$ cat src/verilog/rsrc_consts.vh
// constants for the remote sensor read control block
// assumes byte-wide register accesses on a single 16-bit address space
`ifndef RSRC_CONSTS_VH
`define RSRC_CONSTS_VH

// ------------------------------------------------------------
// register addresses
// ------------------------------------------------------------
`define RSRC_ADDR_CMD_STATUS 16'h00fc
`define RSRC_ADDR_READ_HIGH 16'h2602
`define RSRC_ADDR_READ_LOW 16'h2603
`define RSRC_ADDR_SELECT_SIX 16'h2709
`define RSRC_ADDR_SELECT_TWO_FOUR 16'h270a

// ------------------------------------------------------------
// field positions
// ------------------------------------------------------------
`define RSRC_CMD_HI 4
`define RSRC_CMD_LO 2
`define RSRC_PHASE_HI 1
`define RSRC_PHASE_LO 0
`define RSRC_RD_PERR_BIT 6
`define RSRC_WR_PERR_BIT 5
`define RSRC_SEL2_HI 2
`define RSRC_SEL2_LO 0
`define RSRC_SEL4_HI 6
`define RSRC_SEL4_LO 4
`define RSRC_SEL6_HI 2
`define RSRC_SEL6_LO 0

// ------------------------------------------------------------
// codes
// ------------------------------------------------------------
`define RSRC_CMD_IDLE 3'h0
`define RSRC_CMD_TRIM 3'h1
`define RSRC_CMD_SENSE 3'h2
`define RSRC_CMD_IGNORED 3'h5
`define RSRC_PHASE_NONE 2'h0
`define RSRC_PHASE_PAIR2 2'h1
`define RSRC_PHASE_PAIR4 2'h2
`define RSRC_PHASE_PAIR6 2'h3
// selection codes, bit 0 is a don't-care
`define RSRC_SEL_GRP_00 2'h0
`define RSRC_SEL_GRP_01 2'h1
`define RSRC_SEL_GRP_10 2'h2
`define RSRC_SEL_GRP_11 2'h3

// ------------------------------------------------------------
// reset values
// ------------------------------------------------------------
`define RSRC_RST_BYTE 8'h00
`define RSRC_RST_WORD 16'h0000

`endif

$ cat src/verilog/rsrc_format.v
// maps the raw 16-bit word returned by a sensor into the read buffer layout
// assumes raw data holds the sensor value right-aligned, first byte in [15:8]
`timescale 1ns/1ps
`include "rsrc_consts.vh"

module rsrc_format (
  input wire [2:0] i_command,
  input wire [2:0] i_select,
  input wire [15:0] i_raw,
  output reg [15:0] o_word
);

  // ------------------------------------------------------------
  // layout per command and selection group
  // ------------------------------------------------------------
  always @* begin
    o_word = i_raw;
    case (i_command)
      `RSRC_CMD_TRIM: begin
        case (i_select[2:1])
          `RSRC_SEL_GRP_00: o_word = {7'h00, i_raw[7:0], 1'b0};
          `RSRC_SEL_GRP_11: o_word = i_raw;
          default: o_word = i_raw;
        endcase
      end
      `RSRC_CMD_SENSE: begin
        case (i_select[2:1])
          `RSRC_SEL_GRP_00: o_word = {{5{i_raw[10]}}, i_raw[10:0]};
          `RSRC_SEL_GRP_01: o_word = {8'h00, i_raw[7:0]};
          `RSRC_SEL_GRP_10: o_word = {i_raw[7:0], 8'h00};
          default: o_word = i_raw;
        endcase
      end
      default: o_word = i_raw;
    endcase
  end

endmodule // rsrc_format

$ cat src/verilog/rsrc_ctrl.v
// remote sensor read control: command register, selection registers,
// transaction sequencing and read buffer for up to three isolated sensors
// assumes a link engine on the same clock that runs the pulse protocol and
// answers each request with one done pulse carrying raw data and parity
//
// Contract
// - a write of command and phase starts a transaction toward the sensor named by the phase.
// - on completion the command sub-field clears and the result lands in the read buffer.
// - the read parity error flag is updated from parity checks during each read.
// - a command write while a read is pending is ignored and the read goes on untouched; the code still applies its parity clear bits.
// - the command field splits into a three-bit command and a two-bit phase.
// - phases 01, 10 and 11 address pin pairs 2-3, 4-5 and 6-7 with their own selection.
// - only commands 001 and 010 start reads, 000 and 101 are ignored, others reserved.
// - command 001 with selection 00x returns the reference trim at buffer bits 8 to 1.
// - command 001 with selection 11x returns two bandgap trim bytes, high then low.
// - command 010 with selection 00x returns an 11-bit temperature, sign extended.
// - command 010 returns supply voltage low for 01x and chip version high for 10x.
// - either parity error flag stays set until software clears it.
`timescale 1ns/1ps
`include "rsrc_consts.vh"

module rsrc_ctrl (
  input wire i_clk,
  input wire i_reset_n,
  // register port
  input wire [15:0] i_addr,
  input wire i_wr_en,
  input wire i_rd_en,
  input wire [7:0] i_wdata,
  output reg [7:0] o_rdata,
  // link engine
  output reg o_xact_req,
  output reg [2:0] o_xact_command,
  output reg [1:0] o_xact_phase,
  output reg [2:0] o_xact_select,
  input wire i_xact_done,
  input wire [15:0] i_xact_data,
  input wire i_xact_read_parity_err,
  input wire i_write_parity_err,
  // configuration seen by the link engine, and the busy flag
  output wire [2:0] o_sensor_enable,
  output wire [1:0] o_sensor_chop,
  output wire o_busy
);

  // ------------------------------------------------------------
  // states
  // ------------------------------------------------------------
  localparam [2:0] ST_IDLE = 3'b001;
  localparam [2:0] ST_REQ = 3'b010;
  localparam [2:0] ST_WAIT = 3'b100;

  reg [2:0] state;
  reg [2:0] next_state;
  reg [2:0] command;
  reg [1:0] phase;
  reg read_perr;
  reg write_perr;
  reg [7:0] select_six;
  reg [7:0] select_two_four;
  reg [15:0] remote_read_buffer;
  reg [2:0] latched_select;
  wire [15:0] formatted;

  // ------------------------------------------------------------
  // decode
  // ------------------------------------------------------------
  wire wr_cmd = i_wr_en && (i_addr == `RSRC_ADDR_CMD_STATUS);
  wire wr_sel6 = i_wr_en && (i_addr == `RSRC_ADDR_SELECT_SIX);
  wire wr_sel24 = i_wr_en && (i_addr == `RSRC_ADDR_SELECT_TWO_FOUR);
  wire [2:0] wr_command = i_wdata[`RSRC_CMD_HI:`RSRC_CMD_LO];
  wire [1:0] wr_phase = i_wdata[`RSRC_PHASE_HI:`RSRC_PHASE_LO];
  wire pending = (state != ST_IDLE);
  wire cmd_ok = (wr_command == `RSRC_CMD_TRIM) || (wr_command == `RSRC_CMD_SENSE);
  wire phase_ok = (wr_phase != `RSRC_PHASE_NONE);
  // busy writes start nothing so the running transfer keeps its fields; their parity clear bits still act
  wire start = wr_cmd && !pending && cmd_ok && phase_ok;
  wire finish = (state == ST_WAIT) && i_xact_done;

  assign o_busy = pending;
  assign o_sensor_enable = select_six[5:3];
  assign o_sensor_chop = select_six[7:6];

  // ------------------------------------------------------------
  // per-phase selection field
  // ------------------------------------------------------------
  reg [2:0] phase_select;
  always @* begin
    case (wr_phase)
      `RSRC_PHASE_PAIR2: phase_select = select_two_four[`RSRC_SEL2_HI:`RSRC_SEL2_LO];
      `RSRC_PHASE_PAIR4: phase_select = select_two_four[`RSRC_SEL4_HI:`RSRC_SEL4_LO];
      `RSRC_PHASE_PAIR6: phase_select = select_six[`RSRC_SEL6_HI:`RSRC_SEL6_LO];
      default: phase_select = 3'h0;
    endcase
  end

  // ------------------------------------------------------------
  // sequencer
  // ------------------------------------------------------------
  always @* begin
    case (state)
      ST_IDLE: next_state = start ? ST_REQ : ST_IDLE;
      ST_REQ: next_state = ST_WAIT;
      ST_WAIT: next_state = i_xact_done ? ST_IDLE : ST_WAIT;
      default: next_state = ST_IDLE;
    endcase
  end

  always @(posedge i_clk) begin
    if (!i_reset_n) begin
      state <= ST_IDLE;
      o_xact_req <= 1'b0;
      o_xact_command <= 3'h0;
      o_xact_phase <= 2'h0;
      o_xact_select <= 3'h0;
      latched_select <= 3'h0;
    end else begin
      state <= next_state;
      o_xact_req <= (next_state == ST_REQ);
      if (start) begin
        // selection is sampled at the start, later rewrites do not disturb it
        latched_select <= phase_select;
        o_xact_command <= wr_command;
        o_xact_phase <= wr_phase;
        o_xact_select <= phase_select;
      end
    end
  end

  // ------------------------------------------------------------
  // command and status register
  // ------------------------------------------------------------
  always @(posedge i_clk) begin
    if (!i_reset_n) begin
      command <= `RSRC_CMD_IDLE;
      phase <= `RSRC_PHASE_NONE;
    end else begin
      if (start) begin
        command <= wr_command;
        phase <= wr_phase;
      end else if (finish) begin
        command <= `RSRC_CMD_IDLE;
      end
    end
  end

  // ------------------------------------------------------------
  // sticky parity flags
  // ------------------------------------------------------------
  // writing a 1 leaves a flag alone, so a command write does not lose an
  // error that software has not looked at yet
  always @(posedge i_clk) begin
    if (!i_reset_n) begin
      read_perr <= 1'b0;
      write_perr <= 1'b0;
    end else begin
      // hardware set wins over a software clear in the same cycle
      if (finish && i_xact_read_parity_err) begin
        read_perr <= 1'b1;
      end else if (wr_cmd && !i_wdata[`RSRC_RD_PERR_BIT]) begin
        read_perr <= 1'b0;
      end
      if (i_write_parity_err) begin
        write_perr <= 1'b1;
      end else if (wr_cmd && !i_wdata[`RSRC_WR_PERR_BIT]) begin
        write_perr <= 1'b0;
      end
    end
  end

  // ------------------------------------------------------------
  // selection registers and read buffer
  // ------------------------------------------------------------
  always @(posedge i_clk) begin
    if (!i_reset_n) begin
      select_six <= `RSRC_RST_BYTE;
      select_two_four <= `RSRC_RST_BYTE;
      remote_read_buffer <= `RSRC_RST_WORD;
    end else begin
      if (wr_sel6)
        select_six <= i_wdata;
      if (wr_sel24)
        select_two_four <= {1'b0, i_wdata[6:4], 1'b0, i_wdata[2:0]};
      if (finish)
        remote_read_buffer <= formatted;
    end
  end

  rsrc_format u_format (
    .i_command(o_xact_command),
    .i_select(latched_select),
    .i_raw(i_xact_data),
    .o_word(formatted)
  );

  // ------------------------------------------------------------
  // read data, one cycle after the read strobe
  // ------------------------------------------------------------
  // bit 7 of the status byte is unused and always reads 0
  wire [7:0] status_byte = {1'b0, read_perr, write_perr, command, phase};
  reg [7:0] next_rdata;
  always @* begin
    case (i_addr)
      `RSRC_ADDR_CMD_STATUS: next_rdata = status_byte;
      `RSRC_ADDR_READ_HIGH: next_rdata = remote_read_buffer[15:8];
      `RSRC_ADDR_READ_LOW: next_rdata = remote_read_buffer[7:0];
      `RSRC_ADDR_SELECT_SIX: next_rdata = select_six;
      `RSRC_ADDR_SELECT_TWO_FOUR: next_rdata = select_two_four;
      default: next_rdata = 8'h00;
    endcase
  end

  // o_rdata holds between reads so a slow poller still sees the last answer
  always @(posedge i_clk) begin
    if (!i_reset_n) begin
      o_rdata <= `RSRC_RST_BYTE;
    end else if (i_rd_en) begin
      o_rdata <= next_rdata;
    end
  end

endmodule // rsrc_ctrl

$ cat config.mk
export PLATFORM = sky130hd
export DESIGN_NAME = rsrc_ctrl
export DESIGN_NICKNAME = d
export VERILOG_FILES = /design/src/verilog/rsrc_format.v /design/src/verilog/rsrc_ctrl.v
export VERILOG_INCLUDE_DIRS = /design/src /design/src/verilog
export SDC_FILE = /design/constraint.sdc
export NUM_CORES = 1
export LEC_CHECK = 0
export BUFFER_PORTS_ARGS = -buffer_cell sky130_fd_sc_hd__buf_4
export CORE_ASPECT_RATIO = 0.9
export CORE_MARGIN = 2
export CORE_UTILIZATION = 53
export DETAILED_ROUTE_END_ITERATION = 7
export PLACE_DENSITY = 0.83
export SYNTH_ARGS = -nofsm -noshare
export SYNTH_HDL_FRONTEND = slang
export SYNTH_HIERARCHICAL = 1
export SYNTH_SLANG_ARGS = --single-unit
$ cat constraint.sdc
create_clock -name i_clk -period 3 [get_ports i_clk]
set_clock_uncertainty 0.05 [all_clocks]
set_input_delay 0.6 -clock i_clk [delete_from_list [all_inputs] [get_ports i_clk]]
set_output_delay 0.6 -clock i_clk [all_outputs]
set_load 0.02 [all_outputs]
# Yosys cells after proc, flatten, opt, wreduce, memory -nomap -nowiden
# Index checks and enable logic that the tools add are counted.
dict set report word_totals {
  regBits 55
  elab_cells 64
  in_bits 47
}
dict set report classes {
  n_eq_ne 19
  reduce_logical 19
  n_mux 14
}
# op n
set ops {}
lappend ops {{16-bit by 14-bit equality test with 1-bit output, second input constant} 4}
lappend ops {{16-bit one-hot mux with 3 select lines} 1}
lappend ops {{8-bit one-hot mux with 5 select lines} 1}
lappend ops {{16-bit one-hot mux with 2 select lines} 1}
lappend ops {{3-bit one-hot mux with 3 select lines} 2}
lappend ops {{16-bit by 8-bit equality test with 1-bit output, second input constant} 1}
lappend ops {{16-bit two-way mux} 1}
lappend ops {{3-bit by 2-bit equality test with 1-bit output, second input constant} 4}
lappend ops {{1-bit logical AND} 10}
lappend ops {{3-bit by 1-bit equality test with 1-bit output, second input constant} 3}
lappend ops {{3-bit two-way mux} 3}
lappend ops {{2-bit nonzero test} 4}
lappend ops {{2-bit equality test, second input constant} 3}
lappend ops {{2-bit by 1-bit equality test with 1-bit output, second input constant} 2}
lappend ops {{1-bit two-way mux} 4}
lappend ops {{3-bit equality test, second input constant} 1}
lappend ops {{1-bit logical NOT} 3}
lappend ops {{3-bit by 1-bit inequality test with 1-bit output, second input constant} 1}
lappend ops {{2-bit logical NOT} 1}
lappend ops {{2-bit two-way mux} 1}
lappend ops {{1-bit logical OR} 1}

# Longest topological paths before layout
# Gate-level depths: netlist of the first run.
dict set report logic_depth {
  word_depth 8
  depth_mapped 7
  ltp_nobuf 5
}

# Hierarchy
# Netlist of the first run, hierarchy kept.
# module cells_per_inst area_each_um2 n_inst
set modules_own_cells {}
lappend modules_own_cells {rsrc_ctrl 293 2523.7 1}
lappend modules_own_cells {rsrc_format 48 370.4 1}

# Least setup slack after synthesis of the first run
# OpenSTA, ideal clock, no wires.
dict set report synth_path {
  path_type {input-to-reg}
  from {input port i_addr[11]}
  to {register o_xact_command[1]}
  path_slack_ns 0.373
  t_arrival_ns 2.460
  setup_time_ns 0.116
  cell_stages 7
  path_cell_list {or4_1 -> buf_2 -> or4_4 -> or3_4 -> buf_6 -> mux2i_1 -> nor2b_1}
}
dict set report synth_via {
  elab_chain_len 5
}
# element line
set synth_rtl {}
lappend synth_rtl {{start: declaration} rsrc_ctrl.v:26} ;# input wire [15:0] i_addr,
lappend synth_rtl {{16-bit by 8-bit equality test with 1-bit output} --}
lappend synth_rtl {{1-bit logical AND} rsrc_ctrl.v:68} ;# wire wr_cmd = i_wr_en && (i_addr == `RSRC_ADDR_CMD_STATUS);
lappend synth_rtl {{1-bit logical AND (3 in a row)} rsrc_ctrl.v:77} ;# wire start = wr_cmd && !pending && cmd_ok && phase_ok;
lappend synth_rtl {{end signal: assignment} rsrc_ctrl.v:123} ;# o_xact_command <= wr_command;
lappend synth_rtl {{end: declaration} rsrc_ctrl.v:33} ;# output reg [2:0] o_xact_command,
# Every way passes these cells.
# A chain may end at the register's enable or synchronous reset.

# Worst setup path after layout of the first run
dict set report layout_path {
  from {input port i_addr[2]}
  to {register o_rdata[3]}
}
dict set report layout_via {
  elab_chain_len 2
  word_cells_on_any_way 6
  classes_between {eq/ne (5); mux (1)}
}
# element line
set layout_rtl {}
lappend layout_rtl {{16-bit by 14-bit equality test with 1-bit output / 16-bit by 8-bit equality test with 1-bit output (equally long branches)} rsrc_ctrl.v:203} ;# case (i_addr)
lappend layout_rtl {{8-bit one-hot mux with 5 select lines *} rsrc_ctrl.v:203}
lappend layout_rtl {{end signal: assignment} rsrc_ctrl.v:216} ;# o_rdata <= `RSRC_RST_BYTE;
lappend layout_rtl {{end signal: assignment} rsrc_ctrl.v:218} ;# o_rdata <= next_rdata;
lappend layout_rtl {{end: declaration} rsrc_ctrl.v:30} ;# output reg [7:0] o_rdata,
# Mark *: on every way between the ends. The rest lies on a longest branch, timed or not.

==> results of run 1 <==
tightest hold or removal path, delay by kind of cell (launching register included):
| kind | cells | cell delay, ps |
|---|---|---|
| flip-flops | 1 | 330 |
| AND/OR/NAND/NOR | 2 | 90 |
layout make-up:
cell class | count | share of cell area
repair buffers | 75 | 0.161
clock inverters | 1 | 0.00250
clock buffers | 7 | 0.0246
well taps | 67 | 0.0239
inverters | 4 | 0.00429
flip-flops and latches | 55 | 0.314
multi-input cells | 255 | 0.470
sequential cells by signal, indices dropped and copies added, names as in the netlist:
name,cells
remote_read_buffer,16
o_rdata,8
select_six,8
select_two_four,6
command,3
latched_select,3
o_xact_command,3
state,3
phase,2
o_xact_req,1
read_perr,1
write_perr,1
metal layers:
layer  vias to the layer above  GRT usage  part of all wire
met5                         -          0                 0
li1                       1338          -                 -
met3                        14     0.0437             0.060
met4                         0     0.0981             0.017
met1                      1310      0.359              0.46
met2                        82      0.385              0.46
synthesized netlist by cell type, types with 3 or more instances:
| cell type | number | share of area |
|---|---|---|
| nand2_1 | 58 | 0.075 |
| dfxtp_1 | 55 | 0.38 |
| a21boi_0 | 32 | 0.083 |
| a21oi_1 | 18 | 0.031 |
| nand3_1 | 16 | 0.028 |
| o21ai_0 | 16 | 0.028 |
| clkbuf_1 | 15 | 0.019 |
| mux2i_1 | 15 | 0.052 |
| a22o_1 | 10 | 0.030 |
| nor2b_1 | 9 | 0.019 |
| nor2_1 | 8 | 0.010 |
| a22oi_1 | 7 | 0.018 |
| buf_4 | 7 | 0.018 |
| o2bb2ai_1 | 7 | 0.021 |
| mux2_2 | 6 | 0.023 |
| nor3b_1 | 5 | 0.013 |
| nor4_1 | 5 | 0.011 |
| and2_1 | 4 | 0.0086 |
| inv_1 | 4 | 0.0052 |
| buf_2 | 3 | 0.0052 |
path summary, 6_finish.rpt:
check	startpoint	endpoint	slack, ps
worst min-delay path	command[2]$_SDFFE_PN0P_	command[2]$_SDFFE_PN0P_	400
worst min register to register	command[2]$_SDFFE_PN0P_	command[2]$_SDFFE_PN0P_	400
worst max-delay path	i_addr[2]	o_rdata[3]$_SDFFE_PN0P_	500
worst max register to register	state[1]$_SDFF_PN0_	command[1]$_SDFFE_PN0P_	700
stage by stage:
| stage | hold slack [ps] | setup slack [ps] | area [sq um] | cells |
|---|---|---|---|---|
| after floorplan | 360 | 374 | 2890 | 341 |
| after global placement | 383 | 204 | 3410 | 456 |
| after detailed placement | 384 | 224 | 3410 | 456 |
| after CTS | 399 | 518 | 3500 | 464 |
| after global routing | 414 | 418 | 3500 | 464 |
| final | 400 | 498 | 3500 | 464 |
logic make-up (layout without fill, tap and decap cells):
family	count (synthesis)	after routing	share of synthesized area
simple gates	128	128	0.236
compound gates	104	104	0.249
flops	55	55	0.380
buf+inv	31	87	0.0532
mux	21	21	0.0752
xor+xnor	2	2	0.00605
where the power goes:
part | leakage [nW] | internal [mW] | total [mW] | switching, mW
combinational | 0.887 | 0.0782 | 0.147 | 0.0686
sequential | 0.444 | 0.735 | 0.739 | 0.00399
clock | 0.0484 | 0.190 | 0.434 | 0.245
total | 1.38 | 1.00 | 1.32 | 0.317
==> summary.md, run 1 <==
| Metric | Value |
|---|---|
| Status | `finished clean` |
| Post-CTS Setup Bufs | `0` |
| Distinct cells, synth | `51` |
| Peak supply drop | `0.000294 V` |
| Routed vias/inst | `5.91` |
| Clk buf depth | `2` |
| Nets | `443` |
| Cells after Synth | `341` |
| Commonest non-fill, non-tap cells in the layout | `buf_4, nand2_1, dfxtp_1` |
| Post-synth EDFFs | `0` |
| Via count | `2744` |
| Crit-path leading delay family | `simple AND/OR/NAND/NOR gates` |
| Core Util, Final | `0.667` |
| Largest net degree at the start of global routing | `58` |
| Detail Placement HPWL | `5520 um` |
| Layout area overhead | `21.1%` |
| Total GRT Usage | `0.253` |
| ANT cells | `0` |
| Register Area | `1100 sq um` |
| TritonCTS Buffers | `5` |
| Cell Area, Synth | `2890 sq um` |
| P_leak | `1.38 nW` |
| Crit. path cell count | `6` |
| Crit Path Class | `primary input to flip-flop` |
| Setup TNS | `0 ps` |
| Total power | `1.32 mW` |
| Core footprint | `5260 sq um` |
| FILL cells | `468` |
| Fin crit period | `2500 ps` |
| Hold depth | `2` |
| WL/cell | `16.1 um` |
| Die Wd | `81.9 um` |
| Tightest Pin Transition | `758 ps` |
| Worst-path maximum fanout | `8` |
| Fin. Hold Viols | `0` |
| Seq/Total Area, Yosys | `0.380` |
| Most common cell after layout, fill and taps aside | `buf_4` |
| Initial antenna violation count | `0` |
| Worst EP arrival | `2700 ps` |
| Area occupied by multi-input gates | `1650 sq um` |
| Sink Count | `55` |
| RSZ-0062 raised after global routing | `false` |
| First-pass GRT wire length | `11900 um` |
| Final Cycle Share | `0.834` |
| Max incr delay on CP | `740 ps` |
| # setup viols final | `0` |
| Post-CTS sizing | `0` |
| Crit path required time | `3190 ps` |
| Worst skew pair latency | `320 ps` |
| Area of the die | `6070 sq um` |
| Synth warn | `6` |
| Post-route ant nets | `0` |
| Clock transition at path regs | `100 ps` |
| Die height | `74.1 um` |
| Asr flop ratio synth | `0` |
| Syn_area_per_cell | `8.49 sq um` |
| Worst setup SP type | `primary input` |
| Net Count, Synth | `388` |
| TritonCTS clock tree | `built` |
| Initial drt markers | `236` |
| Root buffer cell | `clkbuf_8` |
| Slowest CP cell | `or4b_2` |
| Row count | `25` |
| Tightest Hold Check Type | `flip-flop to flip-flop` |
| CTS Hold Bufs | `0` |
| Initial Utilization | `0.551` |
| PwrDens | `377 nW/um^2` |
| Share of layout cells above drive strength 1 | `0.242` |
| DRC Markers | `0` |
| Worst setup EP type | `flip-flop` |
| Number of global-route vias before repair | `2486` |
| Total gr overflow | `0` |
| Max-cap violations | `0` |
| Post-synth top flop | `dfxtp_1` |
| Crit-path cells | `buf_4 -> or4b_2 -> or4b_1 -> o21ai_0 -> a221oi_1 -> nor3_1` |
| TritonRoute pass-1 iters | `4` |
| PortBufs | `69` |
| RD Place Congestion | `0.843` |
| H-tree Lvls | `2` |
| Slew Limit Fails | `0` |
| Total wire length | `7460 um` |
| I/O Pins | `70` |
| CP bufs+invs | `1` |
| Yosys reg bits | `55` |
| Worst R2R Path Depth | `5` |
| Slew margin rel. | `0.490` |
| Max Clk Rate | `400 MHz` |
No activity file was read; power rests on OpenSTA's default activity.
==> run 2, diff against run 1 <==
- ABC_AREA: default -> 1
- CORE_UTILIZATION: 53 -> 50
- PLACE_DENSITY: 0.83 -> 0.81
- clock period: 3 -> 2.1 ns (I/O delays scaled with it)
==> run 2 against run 1 <==
Effect of this change: non-clock buffer count grew 3; die area grew 20%; hold slack lost 80 ps; critical path type is now flip-flop to flip-flop; critical endpoint is now command[0]$_SDFFE_PN0P_; largest cell class unchanged; highest routed layer unchanged.
==> summary.md, run 2 <==
| Metric | Value |
|---|---|
| P_leak | `1.77 nW` |
| Sink Count | `55` |
| Worst setup SP type | `flip-flop` |
| TritonCTS clock tree | `built` |
| Status | `finished clean` |
| TritonCTS Buffers | `5` |
| Internal | `1.37 mW` |
| Crit path required time | `2220 ps` |
| Worst skew pair latency | `300 ps` |
| Post-synth EDFFs | `0` |
| Routed vias/inst | `5.34` |
| Number of global-route vias before repair | `3145` |
| Synth warn | `6` |
| DRC Markers | `0` |
| Slew Limit Fails | `0` |
| Net Count, Synth | `552` |
| Total wire length | `8960 um` |
| Sw frac | `0.249` |
| Root buffer cell | `clkbuf_8` |
| Tightest Hold Check Type | `primary input to flip-flop` |
| Biggest register | `remote_read_buffer` |
| First-pass GRT wire length | `14700 um` |
| Worst setup EP type | `flip-flop` |
| CTS Hold Bufs | `0` |
| Syn_area_per_cell | `6.58 sq um` |
| RSZ-0062 raised after global routing | `false` |
| Post-synth top flop | `dfxtp_1` |
| Area of the die | `7310 sq um` |
| Die height | `81.3 um` |
| # setup viols final | `0` |
| Worst R2R Path Depth | `7` |
| Tightest Pin Transition | `631 ps` |
| Slowest CP cell | `clkinv_1` |
| PortBufs | `69` |
| Seq/Total Area, Yosys | `0.332` |
| Initial antenna violation count | `0` |
| Setup TNS | `0 ps` |
| Hold depth | `3` |
| Post-CTS sizing | `0` |
| Dpl cell area | `3830 sq um` |
| ANT cells | `0` |
| Largest net degree at the start of global routing | `22` |
| Commonest non-fill, non-tap cells in the layout | `nand2_1, buf_4, nor2_1` |
| Share of layout cells above drive strength 1 | `0.208` |
| Clock group share of total power | `0.300` |
| Slew margin rel. | `0.579` |
| Detail Placement HPWL | `6810 um` |
| RD Place Congestion | `0.938` |
| Initial Utilization | `0.510` |
| NetSw | `0.454 mW` |
| Total gr overflow | `0` |
| Sequential Power Share | `0.577` |
| FILL cells | `663` |
| Max-cap violations | `0` |
| Die Wd | `89.9 um` |
| Fin crit period | `1820 ps` |
| Max Clk Rate | `550 MHz` |
| Worst EP arrival | `1940 ps` |
| Post-route ant nets | `0` |
| Distinct cells, synth | `36` |
| Combinational share of power | `0.123` |
| Worst-path maximum fanout | `18` |
| Post-route cell area | `3910 sq um` |
| Via count | `3483` |
| TritonRoute pass-1 iters | `6` |
| Clock transition at path regs | `90 ps` |
| Crit-path cells | `inv_1 -> nor3_1 -> inv_1 -> nor2_1 -> clkinv_1 -> nand3_1 -> a21oi_2` |
| Final Cycle Share | `0.866` |
| Cells after Synth | `505` |
| Crit Path Class | `flip-flop to flip-flop` |
| Post-CTS Setup Bufs | `0` |
| Largest register FFs | `16` |
| Most common cell after layout, fill and taps aside | `nand2_1` |
| H-tree Lvls | `2` |
| Top cells by area, synth | `dfxtp_1, nand2_1, nor2_1` |
| Largest registers | `remote_read_buffer (16), o_rdata (8), select_six (8)` |
| Layout area overhead | `17.7%` |
| Yosys reg bits | `55` |
| Fin. Hold Viols | `0` |
| WL/cell | `13.7 um` |
| Row count | `28` |
| I/O Pins | `70` |
| Clk buf depth | `2` |
| Post-synth top area share | `0.332` |
| Total GRT Usage | `0.249` |
| Area leader, netlist | `dfxtp_1` |
| Core footprint | `6520 sq um` |
| Asr flop ratio synth | `0` |
| Top-count cell post-synth | `nand2_1` |
| Peak supply drop | `0.000340 V` |
| Max incr delay on CP | `430 ps` |
| Cell Area, Synth | `3320 sq um` |
| Most common cell on crit path | `inv_1` |
| Nets | `610` |
| PwrDens | `467 nW/um^2` |
| Top cells by count, synth | `nand2_1, nor2_1, dfxtp_1, inv_1, nand3_1` |
| Initial drt markers | `264` |
run 2: changes by cell type after synthesis, moves of 14 or more:
cell      change
mux2i_1      -15
nand3_1      +33
nand2_1      +59
nor2_1       +63
inv_1        +46
o21ai_0      +26
a21boi_0     -32
o211ai_1     +14
run 2: final cells by class:
type                    instances  area [sq um]  share of cell area
multi-input cells             366          1820               0.465
flip-flops and latches         55          1100               0.282
repair buffers                 78           586               0.150
inverters                      57           219              0.0560
well taps                      90           113              0.0288
clock buffers                   6          72.6              0.0186
run 2: worst paths after layout:
path / start / end / slack [ps]
max: state[2]$_SDFF_PN0_ / command[0]$_SDFFE_PN0P_ / 280
min: i_write_parity_err / write_perr$_SDFFE_PN0P_ / 320
max reg2reg: state[2]$_SDFF_PN0_ / command[0]$_SDFFE_PN0P_ / 280
min reg2reg: command[2]$_SDFFE_PN0P_ / command[2]$_SDFFE_PN0P_ / 400
run 2: worst max-delay path: cells and delay by family, from the launching register on:
family,cells,cell delay (ps)
AOI/OAI and AO/OA,1,70
DFF,1,370
and+or+nand+nor,3,610
buffers and inverters,3,580
run 2: power by group through the flow:
stage	Clock, mW	Sequential (mW)	Combinational [mW]
CTS	0.545	1.05	0.223
detailed placement	0	1.08	0.221
global placement	0	1.08	0.218
finish	0.548	1.05	0.224
floorplan	0	1.08	0.0982
global route	0.594	1.05	0.247
run 2: kinds of logic (layout without fill, tap and decap cells):
group / after synthesis / in the layout / share of synthesized area
compound gates: 98 / 98 / 0.171
buf+inv: 84 / 141 / 0.121
flops: 55 / 55 / 0.332
simple gates: 268 / 268 / 0.376
run 2: stage by stage:
step	total power, mW	utilization	cells	hold WS (ps)	setup WS, ps
2_1_floorplan	1.18	-	505	368	511
3_3_place_gp	1.29	0.589	646	382	261
3_5_place_dp	1.30	0.589	646	382	194
4_1_cts	1.82	0.600	652	331	308
5_1_grt	1.89	0.600	652	310	90.1
6_report	1.82	0.600	652	321	281
run 2: per-layer routing:
metal / routed length (um) / global-route usage / vias to the layer above
met5: 0 / 0 / -
met3: 629 / 0.0538 / 12
met2: 4120 / 0.416 / 150
met1: 4120 / 0.333 / 1577
met4: 98 / 0.0600 / 0
li1: - / - / 1744
